==> src/rtl/iotpc_defines.vh <==
/*
 * Offsets, field positions, reset values, codes and timing counts of the
 * internal oscillator tuning and multiplier control block.
 * Assumes inclusion by bare name from the block's design file.
 */
`ifndef IOTPC_DEFINES_VH
`define IOTPC_DEFINES_VH

// APB register byte offsets
`define IOTPC_OFF_TUNING 8'h00
`define IOTPC_OFF_OSCCTL 8'h04
`define IOTPC_OFF_STATUS 8'h08

// Tuning register fields
`define IOTPC_LFSRC_BIT 7
`define IOTPC_MULEN_BIT 6
`define IOTPC_TRIM_MSB 4
`define IOTPC_TUNING_RESET 8'h00

// Oscillator control register fields
`define IOTPC_FSEL_MSB 6
`define IOTPC_FSEL_LSB 4
`define IOTPC_SYSSEL_MSB 1
`define IOTPC_FSEL_RESET 3'h4
`define IOTPC_SYSSEL_RESET 2'h0

// Frequency select codes
`define IOTPC_FSEL_8MHZ 3'h7
`define IOTPC_FSEL_4MHZ 3'h6
`define IOTPC_FSEL_31KHZ 3'h0

// Primary clock configuration codes selecting the internal block
`define IOTPC_CFG_INT_A 4'h9
`define IOTPC_CFG_INT_B 4'h8

// Source indices
`define IOTPC_SRC_PRI 2'h0
`define IOTPC_SRC_SEC 2'h1
`define IOTPC_SRC_INT 2'h2

// Behavioural oscillator model: 16-bit phase accumulator at the system clock
`define IOTPC_FAST_INC 16'h0a3d
`define IOTPC_TRIM_STEP 16'h000a
`define IOTPC_MULT_FACTOR 16'h0004

// Timing
`define IOTPC_CLK_MHZ 200
`define IOTPC_SLOW_HZ 31000
`define IOTPC_SLOW_DIV ((`IOTPC_CLK_MHZ * 1000000) / `IOTPC_SLOW_HZ)
`define IOTPC_TRIM_TICKS 8
`define IOTPC_SETTLE_NS 1000000
`define IOTPC_SETTLE_CYC ((`IOTPC_SETTLE_NS * `IOTPC_CLK_MHZ) / 1000)
`define IOTPC_SW_OLD_TICKS 2
`define IOTPC_SW_NEW_TICKS 3

`endif

==> src/rtl/iotpc_top.v <==
/*
 * Internal oscillator tuning, low-frequency source select, 4x multiplier
 * gating and glitch-free device clock source switching, with an APB slave.
 * Assumes all inputs synchronous to clk; oscillators appear as one-cycle
 * tick enables, the internal ones modelled by accumulators and dividers.
 */
`timescale 1ns/100ps
`include "iotpc_defines.vh"

module iotpc_top #(
	parameter SLOW_DIV = `IOTPC_SLOW_DIV,
	parameter SETTLE_CYC = `IOTPC_SETTLE_CYC
) (
	input wire clk, // 200 MHz system clock
	input wire rst_n, // Asynchronous reset
	input wire psel, // APB select
	input wire penable, // APB enable
	input wire pwrite, // APB direction
	input wire [7:0] paddr, // APB byte address
	input wire [31:0] pwdata, // APB write data
	output reg [31:0] prdata, // APB read data
	output reg pready, // APB ready
	output reg pslverr, // APB error on unmapped address
	input wire [3:0] primary_clock_cfg, // Primary oscillator configuration
	input wire primary_osc_tick, // Primary oscillator tick
	input wire secondary_timer_osc_tick, // Secondary oscillator tick
	input wire secondary_osc_en, // Secondary oscillator enabled
	output reg dev_clk_tick, // Device clock enable
	output reg feature_clk_tick, // Special feature clock enable
	output reg sec_clk_tick, // Secondary clock enable
	output reg multiplier_on // Multiplier active
);

	localparam [2:0] SW_RUN = 3'b001;
	localparam [2:0] SW_OLD = 3'b010;
	localparam [2:0] SW_NEW = 3'b100;

	function [7:0] post_mask;
		input [2:0] sel;
		begin
			case (sel)
				3'h7: post_mask = 8'h00;
				3'h6: post_mask = 8'h01;
				3'h5: post_mask = 8'h03;
				3'h4: post_mask = 8'h07;
				3'h3: post_mask = 8'h0f;
				3'h2: post_mask = 8'h1f;
				3'h1: post_mask = 8'h3f;
				default: post_mask = 8'hff;
			endcase
		end
	endfunction

	function [5:0] half_up;
		input [5:0] m;
		begin
			half_up = (m + 6'h01) >> 1;
		end
	endfunction

	reg low_freq_source_sel;
	reg multiplier_enable;
	reg [4:0] freq_trim_field;
	reg [4:0] trim_eff;
	reg [2:0] internal_freq_sel;
	reg [1:0] system_clock_sel;
	reg [15:0] fast_acc;
	reg [15:0] mult_acc;
	reg [7:0] post_cnt;
	reg mult_half;
	reg [12:0] slow_cnt;
	reg [3:0] trim_ticks;
	reg [17:0] settle_cnt;
	reg [2:0] sw_state;
	reg [1:0] active_src;
	reg [1:0] new_src;
	reg [1:0] sw_cnt;

	wire access = psel & penable & pready;
	wire wr = access & pwrite;
	wire mult_avail = (primary_clock_cfg == `IOTPC_CFG_INT_A) ||
		(primary_clock_cfg == `IOTPC_CFG_INT_B);
	wire fsel_mult_ok = (internal_freq_sel == `IOTPC_FSEL_8MHZ) ||
		(internal_freq_sel == `IOTPC_FSEL_4MHZ);
	wire mult_active = multiplier_enable & mult_avail & fsel_mult_ok;

	// Signed trim scales the fast increment; slow source is untouched
	wire [15:0] trim_ext = {{11{trim_eff[4]}}, trim_eff};
	wire [15:0] trim_off = trim_ext * `IOTPC_TRIM_STEP;
	wire [15:0] fast_inc = `IOTPC_FAST_INC + trim_off;
	wire [15:0] mult_inc = fast_inc * `IOTPC_MULT_FACTOR;
	wire [16:0] fast_sum = {1'b0, fast_acc} + {1'b0, fast_inc};
	wire [16:0] mult_sum = {1'b0, mult_acc} + {1'b0, mult_inc};
	wire fast_tick = fast_sum[16];
	wire mult_tick = mult_sum[16];
	wire slow_tick = (slow_cnt == SLOW_DIV[12:0] - 13'h0001);

	wire [7:0] mask = post_mask(internal_freq_sel);
	wire post_tick = fast_tick && ((post_cnt & mask) == mask);
	reg int_tick;
	always @* begin
		if (mult_active) begin
			// 8 MHz x4 gives 32 MHz, 4 MHz x4 gives 16 MHz
			if (internal_freq_sel == `IOTPC_FSEL_8MHZ) begin
				int_tick = mult_tick;
			end else begin
				int_tick = mult_tick & mult_half;
			end
		end else if (internal_freq_sel == `IOTPC_FSEL_31KHZ) begin
			int_tick = low_freq_source_sel ? post_tick : slow_tick;
		end else begin
			int_tick = post_tick;
		end
	end

	wire sec_tick = secondary_timer_osc_tick & secondary_osc_en;
	wire pri_tick = mult_avail ? int_tick : primary_osc_tick;

	function src_tick;
		input [1:0] s;
		input p;
		input c;
		input i;
		begin
			case (s)
				`IOTPC_SRC_PRI: src_tick = p;
				`IOTPC_SRC_SEC: src_tick = c;
				default: src_tick = i;
			endcase
		end
	endfunction

	// Secondary request without a running secondary is ignored
	reg [1:0] want_src;
	always @* begin
		if (system_clock_sel[1]) begin
			want_src = `IOTPC_SRC_INT;
		end else if (system_clock_sel[0]) begin
			want_src = secondary_osc_en ? `IOTPC_SRC_SEC : active_src;
		end else begin
			want_src = `IOTPC_SRC_PRI;
		end
	end

	wire old_tick = src_tick(active_src, pri_tick, sec_tick, int_tick);
	wire nxt_tick = src_tick(new_src, pri_tick, sec_tick, int_tick);

	// Trim step toward target, half the gap rounded up per own tick
	wire [5:0] trim_diff = {freq_trim_field[4], freq_trim_field} - {trim_eff[4], trim_eff};
	wire [5:0] trim_mag = trim_diff[5] ? (6'h00 - trim_diff) : trim_diff;
	wire [5:0] trim_step = half_up(trim_mag);
	wire [5:0] trim_up = {trim_eff[4], trim_eff} + trim_step;
	wire [5:0] trim_dn = {trim_eff[4], trim_eff} - trim_step;

	always @(posedge clk or negedge rst_n) begin
		if (!rst_n) begin
			low_freq_source_sel <= 1'b0;
			multiplier_enable <= 1'b0;
			freq_trim_field <= 5'h00;
			internal_freq_sel <= `IOTPC_FSEL_RESET;
			system_clock_sel <= `IOTPC_SYSSEL_RESET;
		end else begin
			if (wr && paddr == `IOTPC_OFF_TUNING) begin
				low_freq_source_sel <= pwdata[`IOTPC_LFSRC_BIT];
				multiplier_enable <= pwdata[`IOTPC_MULEN_BIT] & mult_avail;
				freq_trim_field <= pwdata[`IOTPC_TRIM_MSB:0];
			end else if (!mult_avail) begin
				multiplier_enable <= 1'b0;
			end
			if (wr && paddr == `IOTPC_OFF_OSCCTL) begin
				internal_freq_sel <= pwdata[`IOTPC_FSEL_MSB:`IOTPC_FSEL_LSB];
				system_clock_sel <= pwdata[`IOTPC_SYSSEL_MSB:0];
			end
		end
	end

	// Code keeps running while the trim settles; no completion flag exists
	always @(posedge clk or negedge rst_n) begin
		if (!rst_n) begin
			trim_eff <= 5'h00;
			trim_ticks <= 4'h0;
			settle_cnt <= 18'h00000;
		end else if (wr && paddr == `IOTPC_OFF_TUNING) begin
			trim_ticks <= 4'h0;
			settle_cnt <= 18'h00000;
		end else if (trim_eff != freq_trim_field) begin
			settle_cnt <= settle_cnt + 18'h00001;
			if (settle_cnt >= SETTLE_CYC[17:0] - 18'h00001 ||
				trim_ticks >= `IOTPC_TRIM_TICKS - 1) begin
				trim_eff <= freq_trim_field;
			end else if (fast_tick) begin
				trim_ticks <= trim_ticks + 4'h1;
				trim_eff <= trim_diff[5] ? trim_dn[4:0] : trim_up[4:0];
			end
		end
	end

	always @(posedge clk or negedge rst_n) begin
		if (!rst_n) begin
			fast_acc <= 16'h0000;
			mult_acc <= 16'h0000;
			post_cnt <= 8'h00;
			mult_half <= 1'b0;
			slow_cnt <= 13'h0000;
		end else begin
			fast_acc <= fast_sum[15:0];
			mult_acc <= mult_sum[15:0];
			if (fast_tick) begin
				post_cnt <= post_cnt + 8'h01;
			end
			if (mult_tick) begin
				mult_half <= ~mult_half;
			end
			slow_cnt <= slow_tick ? 13'h0000 : slow_cnt + 13'h0001;
		end
	end

	// Glitch-free switch: pause output across old and new source ticks
	always @(posedge clk or negedge rst_n) begin
		if (!rst_n) begin
			sw_state <= SW_RUN;
			active_src <= `IOTPC_SRC_PRI;
			new_src <= `IOTPC_SRC_PRI;
			sw_cnt <= 2'h0;
		end else begin
			case (sw_state)
				SW_RUN: begin
					if (want_src != active_src) begin
						new_src <= want_src;
						sw_cnt <= 2'h0;
						sw_state <= SW_OLD;
					end
				end
				SW_OLD: begin
					if (old_tick) begin
						if (sw_cnt == `IOTPC_SW_OLD_TICKS - 1) begin
							sw_cnt <= 2'h0;
							sw_state <= SW_NEW;
						end else begin
							sw_cnt <= sw_cnt + 2'h1;
						end
					end
				end
				SW_NEW: begin
					if (nxt_tick) begin
						if (sw_cnt == `IOTPC_SW_NEW_TICKS - 1) begin
							active_src <= new_src;
							sw_state <= SW_RUN;
						end else begin
							sw_cnt <= sw_cnt + 2'h1;
						end
					end
				end
				default: begin
					sw_state <= SW_RUN;
				end
			endcase
		end
	end

	always @(posedge clk or negedge rst_n) begin
		if (!rst_n) begin
			dev_clk_tick <= 1'b0;
			feature_clk_tick <= 1'b0;
			sec_clk_tick <= 1'b0;
			multiplier_on <= 1'b0;
		end else begin
			dev_clk_tick <= (sw_state == SW_RUN) && old_tick;
			feature_clk_tick <= slow_tick;
			sec_clk_tick <= sec_tick;
			multiplier_on <= mult_active;
		end
	end

	// APB: ready one cycle after setup, so every transfer has one wait-free access
	always @(posedge clk or negedge rst_n) begin
		if (!rst_n) begin
			pready <= 1'b0;
			pslverr <= 1'b0;
			prdata <= 32'h00000000;
		end else begin
			pready <= psel & ~penable;
			if (psel && !penable) begin
				pslverr <= (paddr != `IOTPC_OFF_TUNING) && (paddr != `IOTPC_OFF_OSCCTL) &&
					(paddr != `IOTPC_OFF_STATUS);
				case (paddr)
					`IOTPC_OFF_TUNING: prdata <= {24'h000000, low_freq_source_sel,
						multiplier_enable & mult_avail, 1'b0, freq_trim_field};
					`IOTPC_OFF_OSCCTL: prdata <= {25'h0000000, internal_freq_sel, 2'h0,
						system_clock_sel};
					`IOTPC_OFF_STATUS: prdata <= {27'h0000000, mult_avail,
						sw_state != SW_RUN, active_src, mult_active};
					default: prdata <= 32'h00000000;
				endcase
			end
		end
	end

endmodule // iotpc_top

==> config.mk <==
export PLATFORM = sky130hd
export DESIGN_NAME = iotpc_top
export DESIGN_NICKNAME = d
export VERILOG_FILES = /design/src/rtl/iotpc_top.v
export VERILOG_INCLUDE_DIRS = /design/src /design/src/rtl
export SDC_FILE = /design/constraint.sdc
export NUM_CORES = 1
export LEC_CHECK = 0
export ABC_AREA = 1
export BUFFER_PORTS_ARGS = -buffer_cell sky130_fd_sc_hd__buf_2
export CAP_MARGIN = 20
export CORE_UTILIZATION = 40
export DETAILED_ROUTE_END_ITERATION = 12
export GPL_TIMING_DRIVEN = 0
export PLACE_DENSITY_LB_ADDON = 0.15
export SLEW_MARGIN = 30
export SYNTH_ARGS = -nofsm -noshare
export SYNTH_HDL_FRONTEND = slang
export SYNTH_SLANG_ARGS = --single-unit
==> constraint.sdc <==
create_clock -name clk -period 12.9 [get_ports clk]
set_input_delay 0.645 -clock clk [delete_from_list [all_inputs] [get_ports clk]]
set_output_delay 0.645 -clock clk [all_outputs]
set_load 0.01 [all_outputs]
==> results of run 1 <==
## critical path: cells and delay by family (launching register included)
kind                     cells  cell delay, ns
AND/OR/NAND/NOR             13            1.28
XOR/XNOR                     1            0.31
buffers and inverters        2            0.11
AO/OA/AOI/OAI                5            0.93
flip-flops                   1            0.45
adder cells (fa/ha/maj)      5            1.61
## per-layer routing
layer  up-vias  global-route usage
met2        67              0.2841
met4         0             0.04291
li1       3298                   -
met3        11             0.04178
met1      2769              0.2331
met5         -                   0
## area by class of cell
class | instances | area [um^2]
clock inverters | 13 | 162.7
clock buffers | 19 | 432.9
fillers | 1893 | 9861
repair buffers | 41 | 237.7
plain buffers | 31 | 216.5
well taps | 234 | 292.8
multi-input cells | 703 | 4133
inverters | 153 | 576.8
flip-flops and latches | 114 | 2855
## metrics by stage
step	util	area [um^2]	setup slack (ns)	std cells
final	0.4746	8907	8.103	1308
after global routing	0.4746	8907	7.652	1308
after CTS	0.4746	8907	8.076	1308
after detailed placement	0.4429	8312	8.089	1276
after global placement	0.4409	8274	8.103	1275
after floorplan	-	7781	8.688	1001
## registers in the layout (all words and copies together), names as in the netlist, 2 cells and up
| name | count |
|---|---|
| settle_cnt | 18 |
| mult_acc | 14 |
| fast_acc | 16 |
| system_clock_sel | 2 |
| freq_trim_field | 5 |
| slow_cnt | 13 |
| internal_freq_sel | 3 |
| prdata | 8 |
| trim_ticks | 4 |
| post_cnt | 8 |
| active_src | 2 |
| sw_cnt | 2 |
| new_src | 2 |
| sw_state | 3 |
| trim_eff | 5 |
## logic make-up after synthesis
logic type                 synth area share
and+or+nand+nor                      0.2341
xor gates and xnor gates            0.06374
AOI/OAI and AO/OA                    0.1153
adders and majority gates            0.1122
DFF                                  0.3711
buffers and inverters                0.1031
other                             0.0004873
## cells in the final DEF (no fill, tap or decap), types with 6 or more instances in the layout
master     netlist  final
nand4_1         11     11
clkbuf_1         4      6
buf_4           24     24
nand2_2         10     10
nand2_1        219    219
o21ai_0         44     44
clkbuf_16        0     17
xor2_1          42     42
dfrtp_1        112    112
a21oi_1         67     67
inv_1          148    148
xnor2_1         14     14
a31oi_1         10     10
nand3_1         47     47
o211ai_1         7      7
ha_1            61     61
nor3_1          17     17
nor2_1          67     67
conb_1           1     24
o21bai_1        10     10
buf_2            2     41
## how the worst min path moves through the flow
stage,from,cells past startpoint,endpoint,slack [ns]
global route,rst_n,1,slow_cnt[4],0.16
CTS,rst_n,1,slow_cnt[2],0.14
detailed placement,mult_acc[2],1,mult_acc[2],0.45
finish,rst_n,1,slow_cnt[2],0.13
global placement,mult_acc[2],1,mult_acc[2],0.45
floorplan,rst_n,0,active_src[0],0.35
==> key figures, run 1 <==
CTS
  – CTS tree: yes
  – Worst-skew pair later-pin latency: 0.42 ns
  – CTS sink cnt: 114
  – Postcts setup bufs: 0
  – CTS H-Tree Depth: 4
  – Root Driver: clkbuf_16
  – Total CTS buffers: 17
  – Reg clk slew, reported paths: 0.06 ns
  – Cts repair resizes: 0
  – CTS Hold Bufs: 0
  – Clock tree buffer depth: 2

Critical path
  – R2r setup slk: 8.10 ns
  – CP max stage cell: dfrtp_1
  – Worst path most repeated cell: nand2_1
  – Reg2reg start: trim_eff[3]
  – Startpoint Class: flip-flop
  – Crit path to: sw_cnt[0]
  – Worst-path fanout max: 5
  – Crit path kind: flip-flop to flip-flop
  – Worst Setup End Kind: flip-flop
  – Slowest cell delay on critical path: 0.45 ns
  – Capture point of the worst reg-to-reg path: sw_cnt[0]
  – R2r worst-path depth: 26
  – WP data arrival: 5.10 ns
  – CP required: 13.21 ns
  – Crit path from: trim_eff[3]

Route
  – Routed Antenna Nets: 0
  – Highest routed layer: met4
  – DRC Markers: 0
  – Via count: 6145
  – Metal2 WL: 7.207 mm
  – Drt wl/cell: 12.16 um
  – Via-to-Cell Ratio: 4.698
  – Met3 wire length: 449 um
  – WL met1: 8.120 mm
  – DRT iter0 DRCs: 264
  – Pre-antenna DRT Iters: 4
  – Total wire length: 15.91 mm

Layout
  – Area Overhead vs Synth: 15.76%
  – NumNets Final: 1179
  – ANT cells: 0
  – Share of cells above drive strength 1: 0.1276

Floorplanning
  – Row count: 50
  – Die Area: 0.01980 mm^2
  – Starting density of the core: 0.4100
  – IO Pins: 90
  – Core Region: 0.01877 mm^2
  – Die width: 140.7 um
  – Die Height: 140.7 um

Global route
  – Antenna violations before repair: 0
  – Largest net degree at the start of global routing: 65
  – First-pass GRT wire length: 27.61 mm
  – Vias in the first global route: 5965
  – GRT Util Overall: 0.1744
  – Grt ovf: 0

Synth
  – Synth Warn #: 0
  – Syn Inst Count: 978
  – FFs w/ async S/R, synth: 1.000
  – Top post-synthesis cells by area: dfrtp_1 36%, nand2_1 11%, ha_1 9.9%
  – Sequential element share of the synthesized area: 0.3711
  – Syn avg cell area: 7.868 um^2
  – Cell taking the most area after synthesis: dfrtp_1
  – Primary FF master, synth: dfrtp_1
  – Share of the synthesized area in the top cell type: 0.3642
  – Most common cell in the synthesized netlist: nand2_1
  – Post-synth EDFFs: 0
  – Number of synthesized register bits: 114
  – Top cells by count, synth: 219 x nand2_1, 148 x inv_1, 112 x dfrtp_1, 67 x a21oi_1, 67 x nor2_1
  – Synthesized area: 0.007695 mm^2
  – Library cells used by synthesis: 50

Timing
  – Hold_ws: 0.1348 ns
  – Rel. slew slack: 0.6070
  – Post-route minimum period: 4.797 ns
  – Final setup violation count: 0
  – Endpoints failing hold: 0
  – Worst slew pin tran: 0.5863 ns
  – Crit share post-route: 0.3719
  – Setup_tns: 0 ns
  – Clk_skew: 0.01006 ns
  – RSZ-0062 raised after global routing: no
  – Fmax: 208.5 MHz
  – Fin. max-slew vios: 0

Place
  – Port bufs: 40
  – Final GP Congestion: 0.7796
  – Post-DP HPWL: 12.22 mm

Hold path
  – Hold Path Class: input port to asynchronous set/reset pin

Status
  – Status: completed

Flow run
  – Max Cap Violations: 0
Power of run 1 is left out: the tool's default activity adds up to more than one toggle a clock period on the data nets, which glitch-free logic cannot reach.
==> inputs of run 2 (changes only) <==
- clock period: 12.9 -> 3.95 ns (I/O delays scaled with it)
==> key figures, run 2 (synthesis results as in run 1) <==
Route
  – Via count: 6346 (+3.3%)
  – Pre-antenna DRT Iters: 4 (unchanged)
  – DRC Markers: 0 (unchanged)
  – Routed Antenna Nets: 0 (unchanged)
  – DRT iter0 DRCs: 221 (-16%)
  – Total wire length: 16.64 mm (+4.6%)
  – Drt wl/cell: 12.36 um (+1.6%)
  – Via-to-Cell Ratio: 4.715 (+0.36%)

Layout
  – FF/Latch Area: 0.002861 mm^2 (+0.22%)
  – Filler cells: 1819 (-3.9%)
  – Max reg flops: 18 (unchanged)
  – Top reg by flops: settle_cnt
  – Area taken by multi-input logic gates: 0.004492 mm^2 (+8.7%)
  – Share of cells above drive strength 1: 0.2050 (+0.07748)
  – Largest regs: settle_cnt: 18 flops, fast_acc: 16 flops, mult_acc: 14 flops
  – Area Overhead vs Synth: 24.91%
  – Fin cells: 1346 (+2.9%)
  – Most frequent cells in the layout: 212 x nand2_1, 144 x inv_1, 107 x dfrtp_1
  – NumNets Final: 1217 (+3.2%)
  – ANT cells: 0 (unchanged)
  – Commonest non-fill, non-tap cell in the layout: nand2_1
  – Finished Core Util: 0.5121 (+0.03753)

Place
  – Final GP Congestion: 0.8000 (+2.6%)
  – Post-DP HPWL: 12.26 mm (+0.29%)
  – Port bufs: 40 (unchanged)
  – Dpl cells: 1276 (unchanged)

Timing
  – RSZ-0062 raised after global routing: yes
  – Final WS setup: -0.2863 ns (-8.389 ns)
  – Clk_skew: 0.01143 ns (+0.001364 ns)
  – Fin. max-slew vios: 0 (unchanged)
  – Fmax: 236.1 MHz (+13%)
  – Crit share post-route: 1.072 (+0.7006)
  – Rel. slew slack: 0.6134 (+0.006370)
  – Worst slew pin tran: 0.5768 ns (-0.009504 ns)
  – Post-route minimum period: 4.236 ns (-0.5608 ns)
  – Setup_tns: -3.820 ns (-3.820 ns)
  – Endpoints failing hold: 0 (unchanged)
  – Final setup violation count: 20 (+20)

Floorplanning
  – IO Pins: 90 (unchanged)
  – Core Region: 0.01877 mm^2 (unchanged)
  – Die Area: 0.01980 mm^2 (unchanged)
  – Starting density of the core: 0.4100 (unchanged)
  – Die Height: 140.7 um (unchanged)
  – Die width: 140.7 um (unchanged)
  – Row count: 50 (unchanged)

Critical path
  – Worst-path fanout max: 5 (unchanged)
  – R2r setup slk: -0.29 ns (-8.39 ns)
  – Crit path kind: flip-flop to flip-flop
  – Worst Setup End Kind: flip-flop
  – Capture point of the worst reg-to-reg path: sw_cnt[1]
  – Startpoint Class: flip-flop
  – CP required: 4.26 ns (-8.95 ns)
  – R2r worst-path depth: 27 (+3.8%)
  – Crit path from: trim_eff[1]
  – WP data arrival: 4.55 ns (-0.55 ns)
  – Reg2reg start: trim_eff[1]

CTS
  – Clock tree buffer depth: 2 (unchanged)
  – Worst-skew pair later-pin latency: 0.42 ns (about the same)
  – Reg clk slew, reported paths: 0.06 ns (about the same)
  – CTS tree: yes
  – Total CTS buffers: 17 (unchanged)
  – CTS sink cnt: 114 (unchanged)
  – CTS H-Tree Depth: 4 (unchanged)
  – Root Driver: clkbuf_16

Hold path
  – Hold path endpoint: internal_freq_sel[2]
  – Hold Path Stages: 3
  – Hold Path Origin: pwdata[6]
  – Hold Path Class: input port to flip-flop

Global route
  – First-pass GRT wire length: 28.08 mm (+1.7%)
  – Largest net degree at the start of global routing: 65 (unchanged)
  – GRT Util Overall: 0.1771 (+0.002686)
  – Antenna violations before repair: 0 (unchanged)
  – Grt ovf: 0 (unchanged)
  – Vias in the first global route: 6048 (+1.4%)

Status
  – Failing checks: negative setup slack
  – Status: finished, violations left

Flow run
  – Max Cap Violations: 0 (unchanged)
run 2: cell types whose count changed in the layout (fill, tap and decap cells not counted), sizes merged:
cell	delta
clkinv	-2
dlygate4sd3	+6
inv	+1
clkinvlp	-1
clkbuf	+2
buf	+32
run 2: layer usage:
metal,track usage,wire length [um],vias up
met3,0.03601,492,16
met4,0.06064,229,0
met1,0.2324,8137,2881
li1,-,-,3368
met2,0.2909,7779,81
met5,0,0,-
run 2: through the flow:
step | setup slack (ns) | hold slack, ns | cell area (um^2)
2_1_floorplan | 0.002097 | -0.09809 | 7810
6_report | -0.2863 | 0.02492 | 9612
3_5_place_dp | -0.5564 | 0.1379 | 8341
4_1_cts | -0.2567 | 0.008988 | 9244
3_3_place_gp | -0.4861 | 0.4153 | 8303
5_1_grt | -0.4920 | 0.04550 | 9612
run 2: worst max-delay path by stage:
stage                   to  cells past startpoint
6_report         sw_cnt[1]                     27
5_1_grt          sw_cnt[1]                     26
4_1_cts        sw_state[2]                     27
3_5_place_dp   sw_state[2]                     28
3_3_place_gp   sw_state[2]                     28
2_1_floorplan  sw_state[2]                     28
run 2: cell type report:
cell class                      instances  area share
Inverter                              153     0.06027
Sequential cell                       114      0.2977
Buffer                                 31     0.02291
Clock buffer                           21     0.04686
Timing Repair Buffer                   79     0.05845
Multi-Input combinational cell        703      0.4673
Tap cell                              234     0.03046
Clock inverter                         11     0.01601
run 2: critical path: stages, from the launching register on:
cell,delay [ns]
dfrtp_2,0.45
ha_4,0.26
ha_4,0.16
fa_2,0.36
nand2_2,0.07
inv_2,0.05
o21ai_4,0.20
ha_4,0.25
nor2_4,0.15
o21ai_4,0.10
o21ai_4,0.20
xor2_4,0.29
ha_4,0.19
nand4_1,0.18
nor2_1,0.18
nand2_2,0.08
nand2_4,0.10
nand2_2,0.05
nand2_2,0.08
nand3_2,0.07
nand2_1,0.09
nand2_1,0.05
nand2_1,0.07
nand2_2,0.08
nand2_2,0.08
nand2_4,0.07
o21bai_1,0.15
nand2_1,0.07
run 2: what timing repair did:
action / in CTS / in global routing
buffers inserted: 13 / 20
pin swaps: 12 / 36
setup endpoints to repair: 24 / 27
hold endpoints to repair: 55 / 0
resized for setup: 34 / 45
hold buffers: 6 / 0
Power of run 2 is left out for the same reason.
==> inputs of run 3 (changes only) <==
- CORE_MARGIN: unset -> 5
- PLACE_DENSITY: unset -> 0.7
- PLACE_DENSITY_LB_ADDON: 0.15 -> unset
==> key figures, run 3 (synthesis results as in run 1) <==
Timing
  – Fmax: 242.7 MHz (+2.8%)
  – Endpoints failing hold: 0 (unchanged)
  – Post-route minimum period: 4.120 ns (-0.1167 ns)
  – Rel. slew slack: 0.6349 (+0.02154)
  – Crit share post-route: 1.043 (-0.02954)
  – Fin. max-slew vios: 0 (unchanged)
  – Worst slew pin tran: 0.5434 ns (-0.03334 ns)
  – Final setup violation count: 18 (-10%)
  – Final WS setup: -0.1696 ns (+0.1167 ns)
  – Clk_skew: 0.01113 ns (-0.0002983 ns)
  – Hold_ws: 0.02893 ns (+0.004010 ns)
  – RSZ-0062 raised after global routing: yes

Global route
  – GRT Util Overall: 0.1563 (-0.02086)
  – Antenna violations before repair: 0 (unchanged)
  – First-pass GRT wire length: 28.57 mm (+1.7%)
  – Vias in the first global route: 6298 (+4.1%)
  – Grt ovf: 0 (unchanged)
  – Largest net degree at the start of global routing: 85 (+31%)

Floorplanning
  – Die Area: 0.02211 mm^2 (+12%)
  – Die Height: 148.7 um (+5.7%)
  – Core Region: 0.01883 mm^2 (+0.33%)
  – Die width: 148.7 um (+5.7%)
  – IO Pins: 90 (unchanged)
  – Row count: 50 (unchanged)
  – Starting density of the core: 0.4086 (-0.001362)

Route
  – DRC Markers: 0 (unchanged)
  – DRT iter0 DRCs: 260 (+18%)
  – Via count: 6576 (+3.6%)
  – Via-to-Cell Ratio: 4.790 (+1.6%)
  – Total wire length: 17.14 mm (+3.0%)
  – Routed Antenna Nets: 0 (unchanged)
  – Pre-antenna DRT Iters: 5 (+1)
  – Drt wl/cell: 12.48 um (+0.97%)

Layout
  – Area taken by multi-input logic gates: 0.004526 mm^2 (+0.75%)
  – ANT cells: 0 (unchanged)
  – Area Overhead vs Synth: 25.90%
  – Top reg by flops: settle_cnt
  – Commonest non-fill, non-tap cell in the layout: nand2_1
  – Share of cells above drive strength 1: 0.2183 (+0.01329)
  – NumNets Final: 1218 (+0.082%)
  – Filler cells: 1730 (-4.9%)
  – Most frequent cells in the layout: 207 x nand2_1, 142 x inv_1, 107 x dfrtp_1
  – Largest regs: settle_cnt: 18 flops, fast_acc: 16 flops, mult_acc: 14 flops
  – Max reg flops: 18 (unchanged)
  – FF/Latch Area: 0.002861 mm^2 (unchanged)

Critical path
  – Worst path depth: 28 (+3.7%)
  – CP max stage cell: dfrtp_2
  – Crit path from: trim_eff[3]
  – Worst path most repeated cell: nand2_2
  – Slowest cell delay on critical path: 0.46 ns (about the same)
  – R2r worst-path depth: 28 (+3.7%)
  – WP data arrival: 4.42 ns (-0.13 ns)
  – Worst-path fanout max: 5 (unchanged)
  – Crit path kind: flip-flop to flip-flop
  – WP buf/inv: 2 (+1)
  – Reg2reg start: trim_eff[3]
  – Worst Setup End Kind: flip-flop
  – Startpoint Class: flip-flop
  – Family with the most delay on the worst path: simple AND/OR/NAND/NOR gates
  – CP required: 4.25 ns (about the same)

Status
  – Failing checks: negative setup slack
  – Status: finished, violations left

CTS
  – Total CTS buffers: 17 (unchanged)
  – Worst-skew pair later-pin latency: 0.42 ns (about the same)
  – CTS H-Tree Depth: 4 (unchanged)
  – Root Driver: clkbuf_16
  – CTS tree: yes
  – CTS sink cnt: 114 (unchanged)
  – Reg clk slew, reported paths: 0.06 ns (about the same)
  – Clock tree buffer depth: 2 (unchanged)

Hold path
  – Hold Path Stages: 3 (unchanged)
  – Hold Path Class: input port to flip-flop
  – Hold Path Origin: pwdata[4]

Place
  – Port bufs: 40 (unchanged)
  – Post-DP HPWL: 12.22 mm (-0.35%)
  – Worst slack, placed: -0.5161 ns (+0.04025 ns)
  – Final GP Congestion: 0.8395 (+4.9%)

Flow run
  – Max Cap Violations: 0 (unchanged)
-- run 3: worst register-to-register path: cells and delay by family, from the launching register on --
family                   cells  cell delay (ns)
flip-flops                   1             0.46
adder cells (fa/ha/maj)      5             1.27
AO/OA/AOI/OAI                4             0.52
buffers and inverters        2             0.22
AND/OR/NAND/NOR             16             1.45
XOR/XNOR                     1             0.08
-- run 3: cell type report --
class,count,area share
plain buffers,31,0.02338
clock buffers,22,0.04688
clock inverters,10,0.01408
inverters,153,0.06005
multi-input cells,703,0.4671
flip-flops and latches,114,0.2954
well taps,260,0.03358
repair buffers,80,0.05954
-- run 3: final timing paths --
kind                       slack [ns]                    to
max                             -0.17           sw_state[2]
min                              0.03    freq_trim_field[4]
max reg2reg                     -0.17           sw_state[2]
min reg2reg                      0.46           fast_acc[0]
max in group asynchronous        2.97  internal_freq_sel[2]
min in group asynchronous        0.25           slow_cnt[8]
-- run 3: layer usage --
metal	wire length [um]	GRT usage
met5	0	0
met4	184	0.03834
met3	758	0.03717
met2	8421	0.2669
met1	7774	0.2002
-- run 3: repair_timing --
| item | in CTS | in global routing |
|---|---|---|
| hold buffers | 3 | 0 |
| hold endpoints to repair | 32 | 0 |
| pin swaps | 30 | 23 |
| buffers inserted | 28 | 11 |
| gates resized for setup | 51 | 47 |
| setup endpoints to repair | 23 | 24 |
-- run 3: stage by stage --
stage,setup TNS (ns),cell area (um^2),std cells,util
after floorplan,0,7810,1001,-
after global placement,-5.603,8335,1301,0.4427
after detailed placement,-7.048,8373,1302,0.4447
after CTS,-0.6122,9455,1365,0.5021
after global routing,-6.136,9688,1373,0.5145
final,-1.162,9688,1373,0.5145
Power of run 3 is left out for the same reason.
